<file path="config.mk">
export PLATFORM = sky130hd
export DESIGN_NAME = watch_timer_rtc
export DESIGN_NICKNAME = d
export VERILOG_FILES = /design/src/pkg/wt_pkg.sv /design/src/watch_timer_rtc.sv
export SDC_FILE = /design/constraint.sdc
export NUM_CORES = 1
export LEC_CHECK = 0
export BUFFER_PORTS_ARGS = -buffer_cell sky130_fd_sc_hd__buf_2
export CAP_MARGIN = 20
export CORE_MARGIN = 2
export CORE_UTILIZATION = 45
export CTS_BUF_LIST = sky130_fd_sc_hd__clkbuf_8
export DETAILED_ROUTE_END_ITERATION = 6
export GPL_TIMING_DRIVEN = 0
export PLACE_DENSITY = 0.72
export SYNTH_ARGS = -nofsm -noshare
export SYNTH_HDL_FRONTEND = slang
export SYNTH_SLANG_ARGS = --single-unit
</file>
<file path="constraint.sdc">
create_clock -name aclk -period 6.2 [get_ports aclk]
set_input_delay 1.24 -clock aclk [delete_from_list [all_inputs] [get_ports aclk]]
set_output_delay 1.24 -clock aclk [all_outputs]
set_load 0.01 [all_outputs]
</file>
<file path="src/pkg/wt_pkg.sv">
// Constants and types shared by the watch timer block
package wt_pkg;
   // Bus address width in bits
   localparam int ADDR_W = 12;
   // Register indices; byte address is four times the index
   localparam logic [9:0] IDX_MODE = 10'h09d;
   localparam logic [9:0] IDX_COUNT = 10'h09e;
   localparam logic [9:0] IDX_STATUS = 10'h09f;
   localparam logic [9:0] IDX_MASK = 10'h0a0;
   // Field positions
   localparam int MODE_RUN_BIT = 7;
   localparam int MODE_FLAG_BIT = 4;
   localparam int CLEAR_BIT = 7;
   // Counter geometry
   localparam int PRE_W = 14;
   localparam int UPPER_W = 7;
   localparam int MAIN_DIV_W = 8;
   // Prescaler low-bit spans for the fixed intervals
   localparam int SPAN_2048 = 11;
   localparam int SPAN_8192 = 13;
   // Values after reset
   localparam logic [6:0] RELOAD_RESET = 7'h7f;
   localparam logic MASK_RESET = 1'h0;
   // Bus answers
   localparam logic [1:0] RESP_OKAY = 2'h0;
   localparam logic [1:0] RESP_SLVERR = 2'h2;
   // Watch clock sources
   typedef enum logic [1:0] {SRC_SUB, SRC_DIV256, SRC_DIV128, SRC_DIV64} source_t;
   // Interrupt intervals
   typedef enum logic [1:0] {INT_2048, INT_8192, INT_16384, INT_RELOAD} interval_t;
   // Mode register contents
   typedef struct packed {
      logic run_en;
      logic irq_flag;
      interval_t interval_select;
      source_t source_select;
   } mode_t;
   localparam mode_t MODE_RESET = '{1'b0, 1'b0, INT_2048, SRC_SUB};
endpackage

</file>
<file path="src/watch_timer_rtc.sv">
// Watch timer real-time clock with AXI4-Lite register access
// What this block does
// - Clearing run enable stops and zeroes counter
// - Sub clock keeps counting during CPU stop
// - 21-bit counter: 14-bit prescaler, 7-bit upper
// - Upper section reloads; period 2^14 times (value+1)
// - Shared write loads reload, bit7 clears
// - Shared read returns upper count, bit7 zero
// - Source select: sub, main/256, /128, /64
// - Interval select: 2048, 8192, 16384, reload
// - Mode register bit layout, bits 6:5 unused
// - Interrupt condition sets flag, raises request
//
// Added by the designer: the AXI4-Lite register port.
`timescale 1ns/1ns
`default_nettype none
module watch_timer_rtc
   import wt_pkg::*;
(
   input wire logic aclk, // 100 MHz clock
   input wire logic aresetn, // Synchronous reset, low
   input wire logic sub_tick, // Sub oscillator enable pulse
   input wire logic main_osc_clock, // Main oscillator enable pulse
   input wire logic cpu_stop, // CPU stop mode, main halted
   input wire logic irq_ack, // Interrupt controller acknowledge
   output logic watch_irq_flag, // Interrupt request flag
   output logic irq, // Masked status interrupt
   input wire logic awvalid, // Write address valid
   output logic awready, // Write address ready
   input wire logic [ADDR_W-1:0] awaddr, // Write address
   input wire logic wvalid, // Write data valid
   output logic wready, // Write data ready
   input wire logic [31:0] wdata, // Write data
   input wire logic [3:0] wstrb, // Write byte strobes
   output logic bvalid, // Write response valid
   input wire logic bready, // Write response ready
   output logic [1:0] bresp, // Write response
   input wire logic arvalid, // Read address valid
   output logic arready, // Read address ready
   input wire logic [ADDR_W-1:0] araddr, // Read address
   output logic rvalid, // Read data valid
   input wire logic rready, // Read data ready
   output logic [31:0] rdata, // Read data
   output logic [1:0] rresp // Read response
);

   // All state of the block
   typedef struct packed {
      logic awready;
      logic wready;
      logic aw_have;
      logic [ADDR_W-1:0] aw_addr;
      logic w_have;
      logic [31:0] w_data;
      logic [3:0] w_strb;
      logic bvalid;
      logic [1:0] bresp;
      logic arready;
      logic rvalid;
      logic [31:0] rdata;
      logic [1:0] rresp;
      mode_t mode;
      logic [UPPER_W-1:0] reload;
      logic clr_strobe;
      logic [MAIN_DIV_W-1:0] main_div;
      logic [PRE_W-1:0] pre;
      logic [UPPER_W-1:0] upper;
      logic status;
      logic mask;
      logic irq;
   } state_t;

   state_t st; // Registered state
   state_t nx; // Next state
   logic main_en; // Divided main clock pulse
   logic tick; // Watch clock pulse
   logic evt; // Interrupt condition
   logic do_write; // Write executes this cycle
   logic [9:0] w_idx; // Write register index
   logic flag_clr; // Software clears mode flag
   logic stat_clr; // Software clears status bit

   // Divided main clock hit for the selected ratio
   function automatic logic div_hit(input logic [MAIN_DIV_W-1:0] d, input source_t s);
      unique case (s)
         SRC_DIV256: div_hit = &d;
         SRC_DIV128: div_hit = &d[6:0];
         SRC_DIV64: div_hit = &d[5:0];
         SRC_SUB: div_hit = 1'b0;
      endcase
   endfunction

   // Interrupt condition for the selected interval
   function automatic logic ival_hit(input logic [PRE_W-1:0] p, input logic [UPPER_W-1:0] u,
                                     input logic [UPPER_W-1:0] r, input interval_t i);
      unique case (i)
         INT_2048: ival_hit = &p[SPAN_2048-1:0];
         INT_8192: ival_hit = &p[SPAN_8192-1:0];
         INT_16384: ival_hit = &p;
         INT_RELOAD: ival_hit = (&p) && (u >= r);
      endcase
   endfunction

   // Register read mux
   function automatic logic [31:0] read_word(input logic [9:0] idx, input state_t s);
      unique case (idx)
         IDX_MODE: read_word = {24'h00_0000, s.mode.run_en, 2'b00, s.mode.irq_flag,
                                s.mode.interval_select, s.mode.source_select};
         IDX_COUNT: read_word = {25'h000_0000, s.upper};
         IDX_STATUS: read_word = {31'h0000_0000, s.status};
         IDX_MASK: read_word = {31'h0000_0000, s.mask};
         default: read_word = 32'h0000_0000;
      endcase
   endfunction

   // Mapped register index check
   function automatic logic mapped(input logic [9:0] idx);
      mapped = (idx == IDX_MODE) || (idx == IDX_COUNT) || (idx == IDX_STATUS) || (idx == IDX_MASK);
   endfunction

   // Next-state logic
   always_comb
   begin
      nx = st;
      nx.clr_strobe = 1'b0;
      flag_clr = 1'b0;
      stat_clr = 1'b0;
      evt = 1'b0;
      w_idx = st.aw_addr[ADDR_W-1:2];
      do_write = st.aw_have && st.w_have && !st.bvalid;
      // Main divider runs only while the CPU is awake
      if (main_osc_clock && !cpu_stop)
      begin
         nx.main_div = st.main_div + 1'b1;
      end
      main_en = main_osc_clock && !cpu_stop && div_hit(st.main_div, st.mode.source_select);
      tick = (st.mode.source_select == SRC_SUB) ? sub_tick : main_en;
      if (!st.mode.run_en || st.clr_strobe)
      begin
         nx.pre = '0;
         nx.upper = '0;
      end
      else if (tick)
      begin
         nx.pre = st.pre + 1'b1;
         if (&st.pre)
         begin
            nx.upper = (st.upper >= st.reload) ? '0 : st.upper + 1'b1;
         end
         evt = ival_hit(st.pre, st.upper, st.reload, st.mode.interval_select);
      end
      // Address and data capture
      if (st.awready && awvalid)
      begin
         nx.aw_have = 1'b1;
         nx.aw_addr = awaddr;
      end
      if (st.wready && wvalid)
      begin
         nx.w_have = 1'b1;
         nx.w_data = wdata;
         nx.w_strb = wstrb;
      end
      if (st.bvalid && bready)
      begin
         nx.bvalid = 1'b0;
      end
      // Write execution once both halves are held
      if (do_write)
      begin
         nx.aw_have = 1'b0;
         nx.w_have = 1'b0;
         nx.bvalid = 1'b1;
         nx.bresp = mapped(w_idx) ? RESP_OKAY : RESP_SLVERR;
         if (st.w_strb[0])
         begin
            unique case (w_idx)
               IDX_MODE:
               begin
                  nx.mode.run_en = st.w_data[MODE_RUN_BIT];
                  nx.mode.interval_select = interval_t'(st.w_data[3:2]);
                  nx.mode.source_select = source_t'(st.w_data[1:0]);
                  flag_clr = !st.w_data[MODE_FLAG_BIT];
               end
               IDX_COUNT:
               begin
                  nx.reload = st.w_data[UPPER_W-1:0];
                  nx.clr_strobe = st.w_data[CLEAR_BIT];
               end
               IDX_STATUS: stat_clr = st.w_data[0];
               IDX_MASK: nx.mask = st.w_data[0];
               default: nx.bresp = RESP_SLVERR;
            endcase
         end
      end
      nx.mode.irq_flag = evt || (st.mode.irq_flag && !flag_clr && !irq_ack);
      // Sticky status, write one to clear
      nx.status = evt || (st.status && !stat_clr);
      nx.irq = nx.status && nx.mask;
      // Read channel
      if (st.rvalid && rready)
      begin
         nx.rvalid = 1'b0;
      end
      if (st.arready && arvalid)
      begin
         nx.rvalid = 1'b1;
         nx.rdata = read_word(araddr[ADDR_W-1:2], st);
         nx.rresp = mapped(araddr[ADDR_W-1:2]) ? RESP_OKAY : RESP_SLVERR;
      end
      nx.awready = !nx.aw_have;
      nx.wready = !nx.w_have;
      nx.arready = !nx.rvalid;
   end

   // State register
   always_ff @(posedge aclk)
   begin
      if (!aresetn)
      begin
         st <= '0;
         st.mode <= MODE_RESET;
         st.reload <= RELOAD_RESET;
         st.mask <= MASK_RESET;
         st.awready <= 1'b1;
         st.wready <= 1'b1;
         st.arready <= 1'b1;
      end
      else
      begin
         st <= nx;
      end
   end

   // Outputs straight from the state register
   assign awready = st.awready;
   assign wready = st.wready;
   assign bvalid = st.bvalid;
   assign bresp = st.bresp;
   assign arready = st.arready;
   assign rvalid = st.rvalid;
   assign rdata = st.rdata;
   assign rresp = st.rresp;
   assign watch_irq_flag = st.mode.irq_flag;
   assign irq = st.irq;
endmodule // watch_timer_rtc
`default_nettype wire

</file>
# Word level (Yosys, flattened, before mapping)
# Cells that the tools add are included.
[classes]
n_addsub = 3
multipliers = 0
n_div = 0
order_cmp = 1
eq_ne = 14
shifts = 0
n_mux = 28
bitwise = 1
reduce_logical = 48
[ops]
columns = ["op", "count"]
rows = [
  ["10-bit by 8-bit == test with 1-bit output (second input constant)", 8],
  ["37-bit two-way mux", 1],
  ["35-bit two-way mux", 1],
  ["8-bit one-hot mux with 4 select lines", 1],
  ["1-bit two-way mux", 16],
  ["15-bit AND reduction", 1],
  ["14-bit by 1-bit adder with 14-bit output (second input constant)", 1],
  ["1-bit logical AND", 14],
  ["14-bit AND reduction", 1],
  ["13-bit two-way mux", 1],
  ["13-bit AND reduction", 1],
  ["11-bit AND reduction", 1],
  ["1-bit zero test", 10],
  ["1-bit logical OR", 9],
  ["8-bit by 1-bit adder with 8-bit output (second input constant)", 1],
  ["2-bit == test (second input constant)", 4],
  ["2-bit two-way mux", 4],
  ["1-bit one-hot mux with 4 select lines", 2],
  ["8-bit AND reduction", 1],
  ["7-bit by 1-bit adder with 7-bit output (second input constant)", 1],
  ["7-bit greater-or-equal comparator", 1],
  ["7-bit two-way mux", 1],
  ["7-bit AND reduction", 1],
  ["3-bit AND reduction", 2],
  ["9 further kinds", 11],
]
[totals]
regBits = 137
latch_bits = 0
mem_bits_rw = 0
romBits = 0
in_bits = 71
memories = 0

# Logic depth before layout (Yosys ltp)
[logic_depth]
depth_word = 8
ltp_mapped = 7
depth_no_buf = 7

# Worst setup path before layout
# No wires, ideal clock.
[synth_timing]
path_kind = "input port to flip-flop"
startpoint = "input cpu_stop"
endpoint = "register st[8] in the netlist's numbering"
t_arrival_ns = 2.699
required_ns = 6.130
path_slack_ns = 3.431
stages = 5
n_path_buf = 0
path_cell_list = "nand3b_1 -> a211oi_4 -> o2111ai_4 -> or4_1 -> a21oi_1"
[synth_via]
elab_chain_cells = 5
[synth_lines]
columns = ["item", "line", "text"]
rows = [
  ["start: declaration", "watch_timer_rtc.sv:24", "input wire logic cpu_stop,"],
  ["1-bit zero test", "watch_timer_rtc.sv:136", "main_en = main_osc_clock && !cpu_stop && div_hit(st.main_div, st.mode.source_select);"],
  ["1-bit logical AND (2 in series)", "watch_timer_rtc.sv:136", ""],
  ["1-bit two-way mux", "watch_timer_rtc.sv:137", "tick = (st.mode.source_select == SRC_SUB) ? sub_tick : main_en;"],
  ["15-bit AND reduction (no line)", "-", ""],
  ["end signal: assignment", "watch_timer_rtc.sv:231", "st <= nx;"],
  ["end: declaration", "watch_timer_rtc.sv:73", "state_t st;"],
]
# Every way passes these cells.
# A chain may end at the register's enable or synchronous reset.

# Worst setup path after layout
# Ends and elaborated chain as after synthesis.

==> run metrics <==
setup TNS=0 ns; DRC Markers=0; H-Tree Depth=3; HP Start=st[131]; largest area contributor in the netlist=dfxtp_1; initial antenna violation count=0; Final Hold Fails=0; register area share after synthesis=42.3%; largest net degree at the start of global routing=16; count leader, synth=dfxtp_1; clk buf depth=2; critical path arrival=3.04 ns; root buf cell=clkbuf_8; largest cells by area after synthesis=dfxtp_1, buf_4, nand2_1; worst-margin pin slew=0.746 ns; final wirelength=8180 um; critical path's slowest cell=or4_1; Final GP Congestion=0.823; Initial Utilization=between 40% and 50%; crit end category=register; row count=33; GRT overflow=0; Hold Path Depth=2; final setup vio count=0; vias in the first global route=3,170; Final #Nets=slightly above 600; post-CTS setup buffers=0; Num CTS Buffers=9; die height=96.9 um; Cell Chain, Critical Path=buf_2, nand3b_1, a211oi_4, o2111ai_4, or4_1, a21oi_1; Max FO, Critical Path=8; Yosys reg bits=82; Ports=114; Setup crit start kind=primary input; RSZ-0062 raised after global routing=false; hold_buf cts=0; Max Freq=roughly 360 MHz; Top FF cell, synth=dfxtp_1; Max-Cap Viols=0; CP peak stage delay=roughly 0.53 ns; clock-pin slew on the worst setup and hold paths=approximately 0.09 ns; CTS tree=done; GRT Util Overall=between 15 and 20%; Sink Count=82; worst hold path class=reg -> reg; Placement Setup Slack=just over 3 ns; wire per inst=12.7 um; top-area cell type share of the netlist area=between 40% and 50%; Vias=3,281; DRT iter0 DRCs=162; ANT cells=0; post-route setup slack=approximately 3.4 ns; status=finished clean; Finished Core Util=55.5%; Syn Area/Cell=between 8 and 9 sq um; Die ar.=9390 sq um; Rel. slew slack=about half; Core ar.=slightly above 8000 sq um; vias per cell=5.09; IO buf count=56; Post-synth EDFFs=0; Crit Path Class=in -> reg; DP Area=4390 sq um; post-route cell area=approximately 4600 sq um; final-report max-slew violation count=0; # fillers=just under 800; layout cells sized above 1=22.6%; synthesized netlist cell count=442; area grow syn2layout=18.5%; DP HPWL=6250 um; Worst-Skew Late Latency=0.36 ns; reg2reg path depth=6; VDD IR max=196 uV; CP startpoint=cpu_stop; Synth async-reset ratio=0%; Post-CTS Resized=0; leakage=a little under 2 nW; worst r2r src=st[24]; DRT antenna net count=0; Worst Skew=0.0154 ns; Synth top cells by count=dfxtp_1, nand2_1, nor2_1; YS warnings=0; crit share post-route=roughly 44%; first-pass GRT wire length=14,100 um; Worst Path Required=6.48 ns; width of the die=96.9 um; min cycle time layout=2.76 ns; PD cells=227 nW/um^2; mapped cell area=3880 sq um; DRT Pass-1 Iters=4; count of cell types in the netlist=56
-- power by group --
group / switching, mW / total (mW) / internal (mW)
Clock: 0.208 / 0.410 / 0.202
Sequential: 0.0110 / 0.551 / 0.540
Combinational: 0.0456 / 0.0835 / 0.0379
-- metrics by stage --
stage | instances | hold WS (ns) | total power, mW
finish | 645 | 0.462 | 1.04
global placement | 628 | 0.444 | 0.645
CTS | 644 | 0.467 | 1.05
global route | 645 | 0.479 | 1.08
floorplan | 467 | 0.427 | 0.618
detailed placement | 628 | 0.452 | 0.647
-- routing by layer --
metal	GRT usage, %	vias up	wire [um]	share of wire, %
li1	-	1678	-	-
met1	21.1	1511	3550	43
met2	32.3	82	4070	50
met3	3.76	10	459	5.6
met4	6.07	0	101	1.2
met5	0	-	0	0
-- registers in the layout, summed over array words and instances (netlist names) --
signal / count
arready: 1
awready: 1
bresp: 1
bvalid: 1
irq: 1
rdata: 8
rresp: 1
rvalid: 1
st: 65
watch_irq_flag: 1
wready: 1
-- cells by family (layout without fill, tap and decap cells) --
group / Yosys count / after routing / synth area share [%]
AOI/OAI and AO/OA: 89 / 89 / 16.1
adders and majority gates: 10 / 10 / 3.22
muxes: 12 / 12 / 3.13
other: 1 / 26 / 0.0966
buffers and inverters: 66 / 139 / 9.89
xor gates and xnor gates: 20 / 20 / 4.51
DFF: 82 / 82 / 42.3
and+or+nand+nor: 162 / 162 / 20.8
-- area by class of cell --
class	count	area [sq um]	share of cell area (%)
Buffer	51	328	7.12
Clock buffer	10	138	2.99
Clock inverter	6	71.3	1.55
Inverter	15	56.3	1.22
Multi-Input combinational cell	319	1950	42.4
Sequential cell	82	1640	35.7
Tap cell	105	131	2.85
Timing Repair Buffer	57	285	6.20
-- critical path: cells and delay by family --
| family | cells | cell delay [ns] |
|---|---|---|
| buf+inv | 1 | 0.10 |
| simple gates | 2 | 0.80 |
| compound gates | 3 | 0.89 |
-- layout by cell type (no fill, tap or decap), drive strengths merged, types with 4 or more instances in the layout --
master    n
a211oi    4
a21oi    31
a22oi     4
and2      6
and3      7
and4      6
buf      97
clkbuf   21
conb     26
dfxtp    82
ha       10
inv      18
mux2i    11
nand2    60
nand4     7
nor2     42
nor2b     4
nor3      5
o2111ai  11
o211ai    9
o21ai    13
or3       4
xnor2     5
xor2     15
-- worst paths after layout --
path / endpoint / slack, ns
max reg2reg: st[8] / 3.92
max: st[8] / 3.44
min reg2reg: st[131] / 0.46
min: st[131] / 0.46
Power figures use the tool's default switching activity.
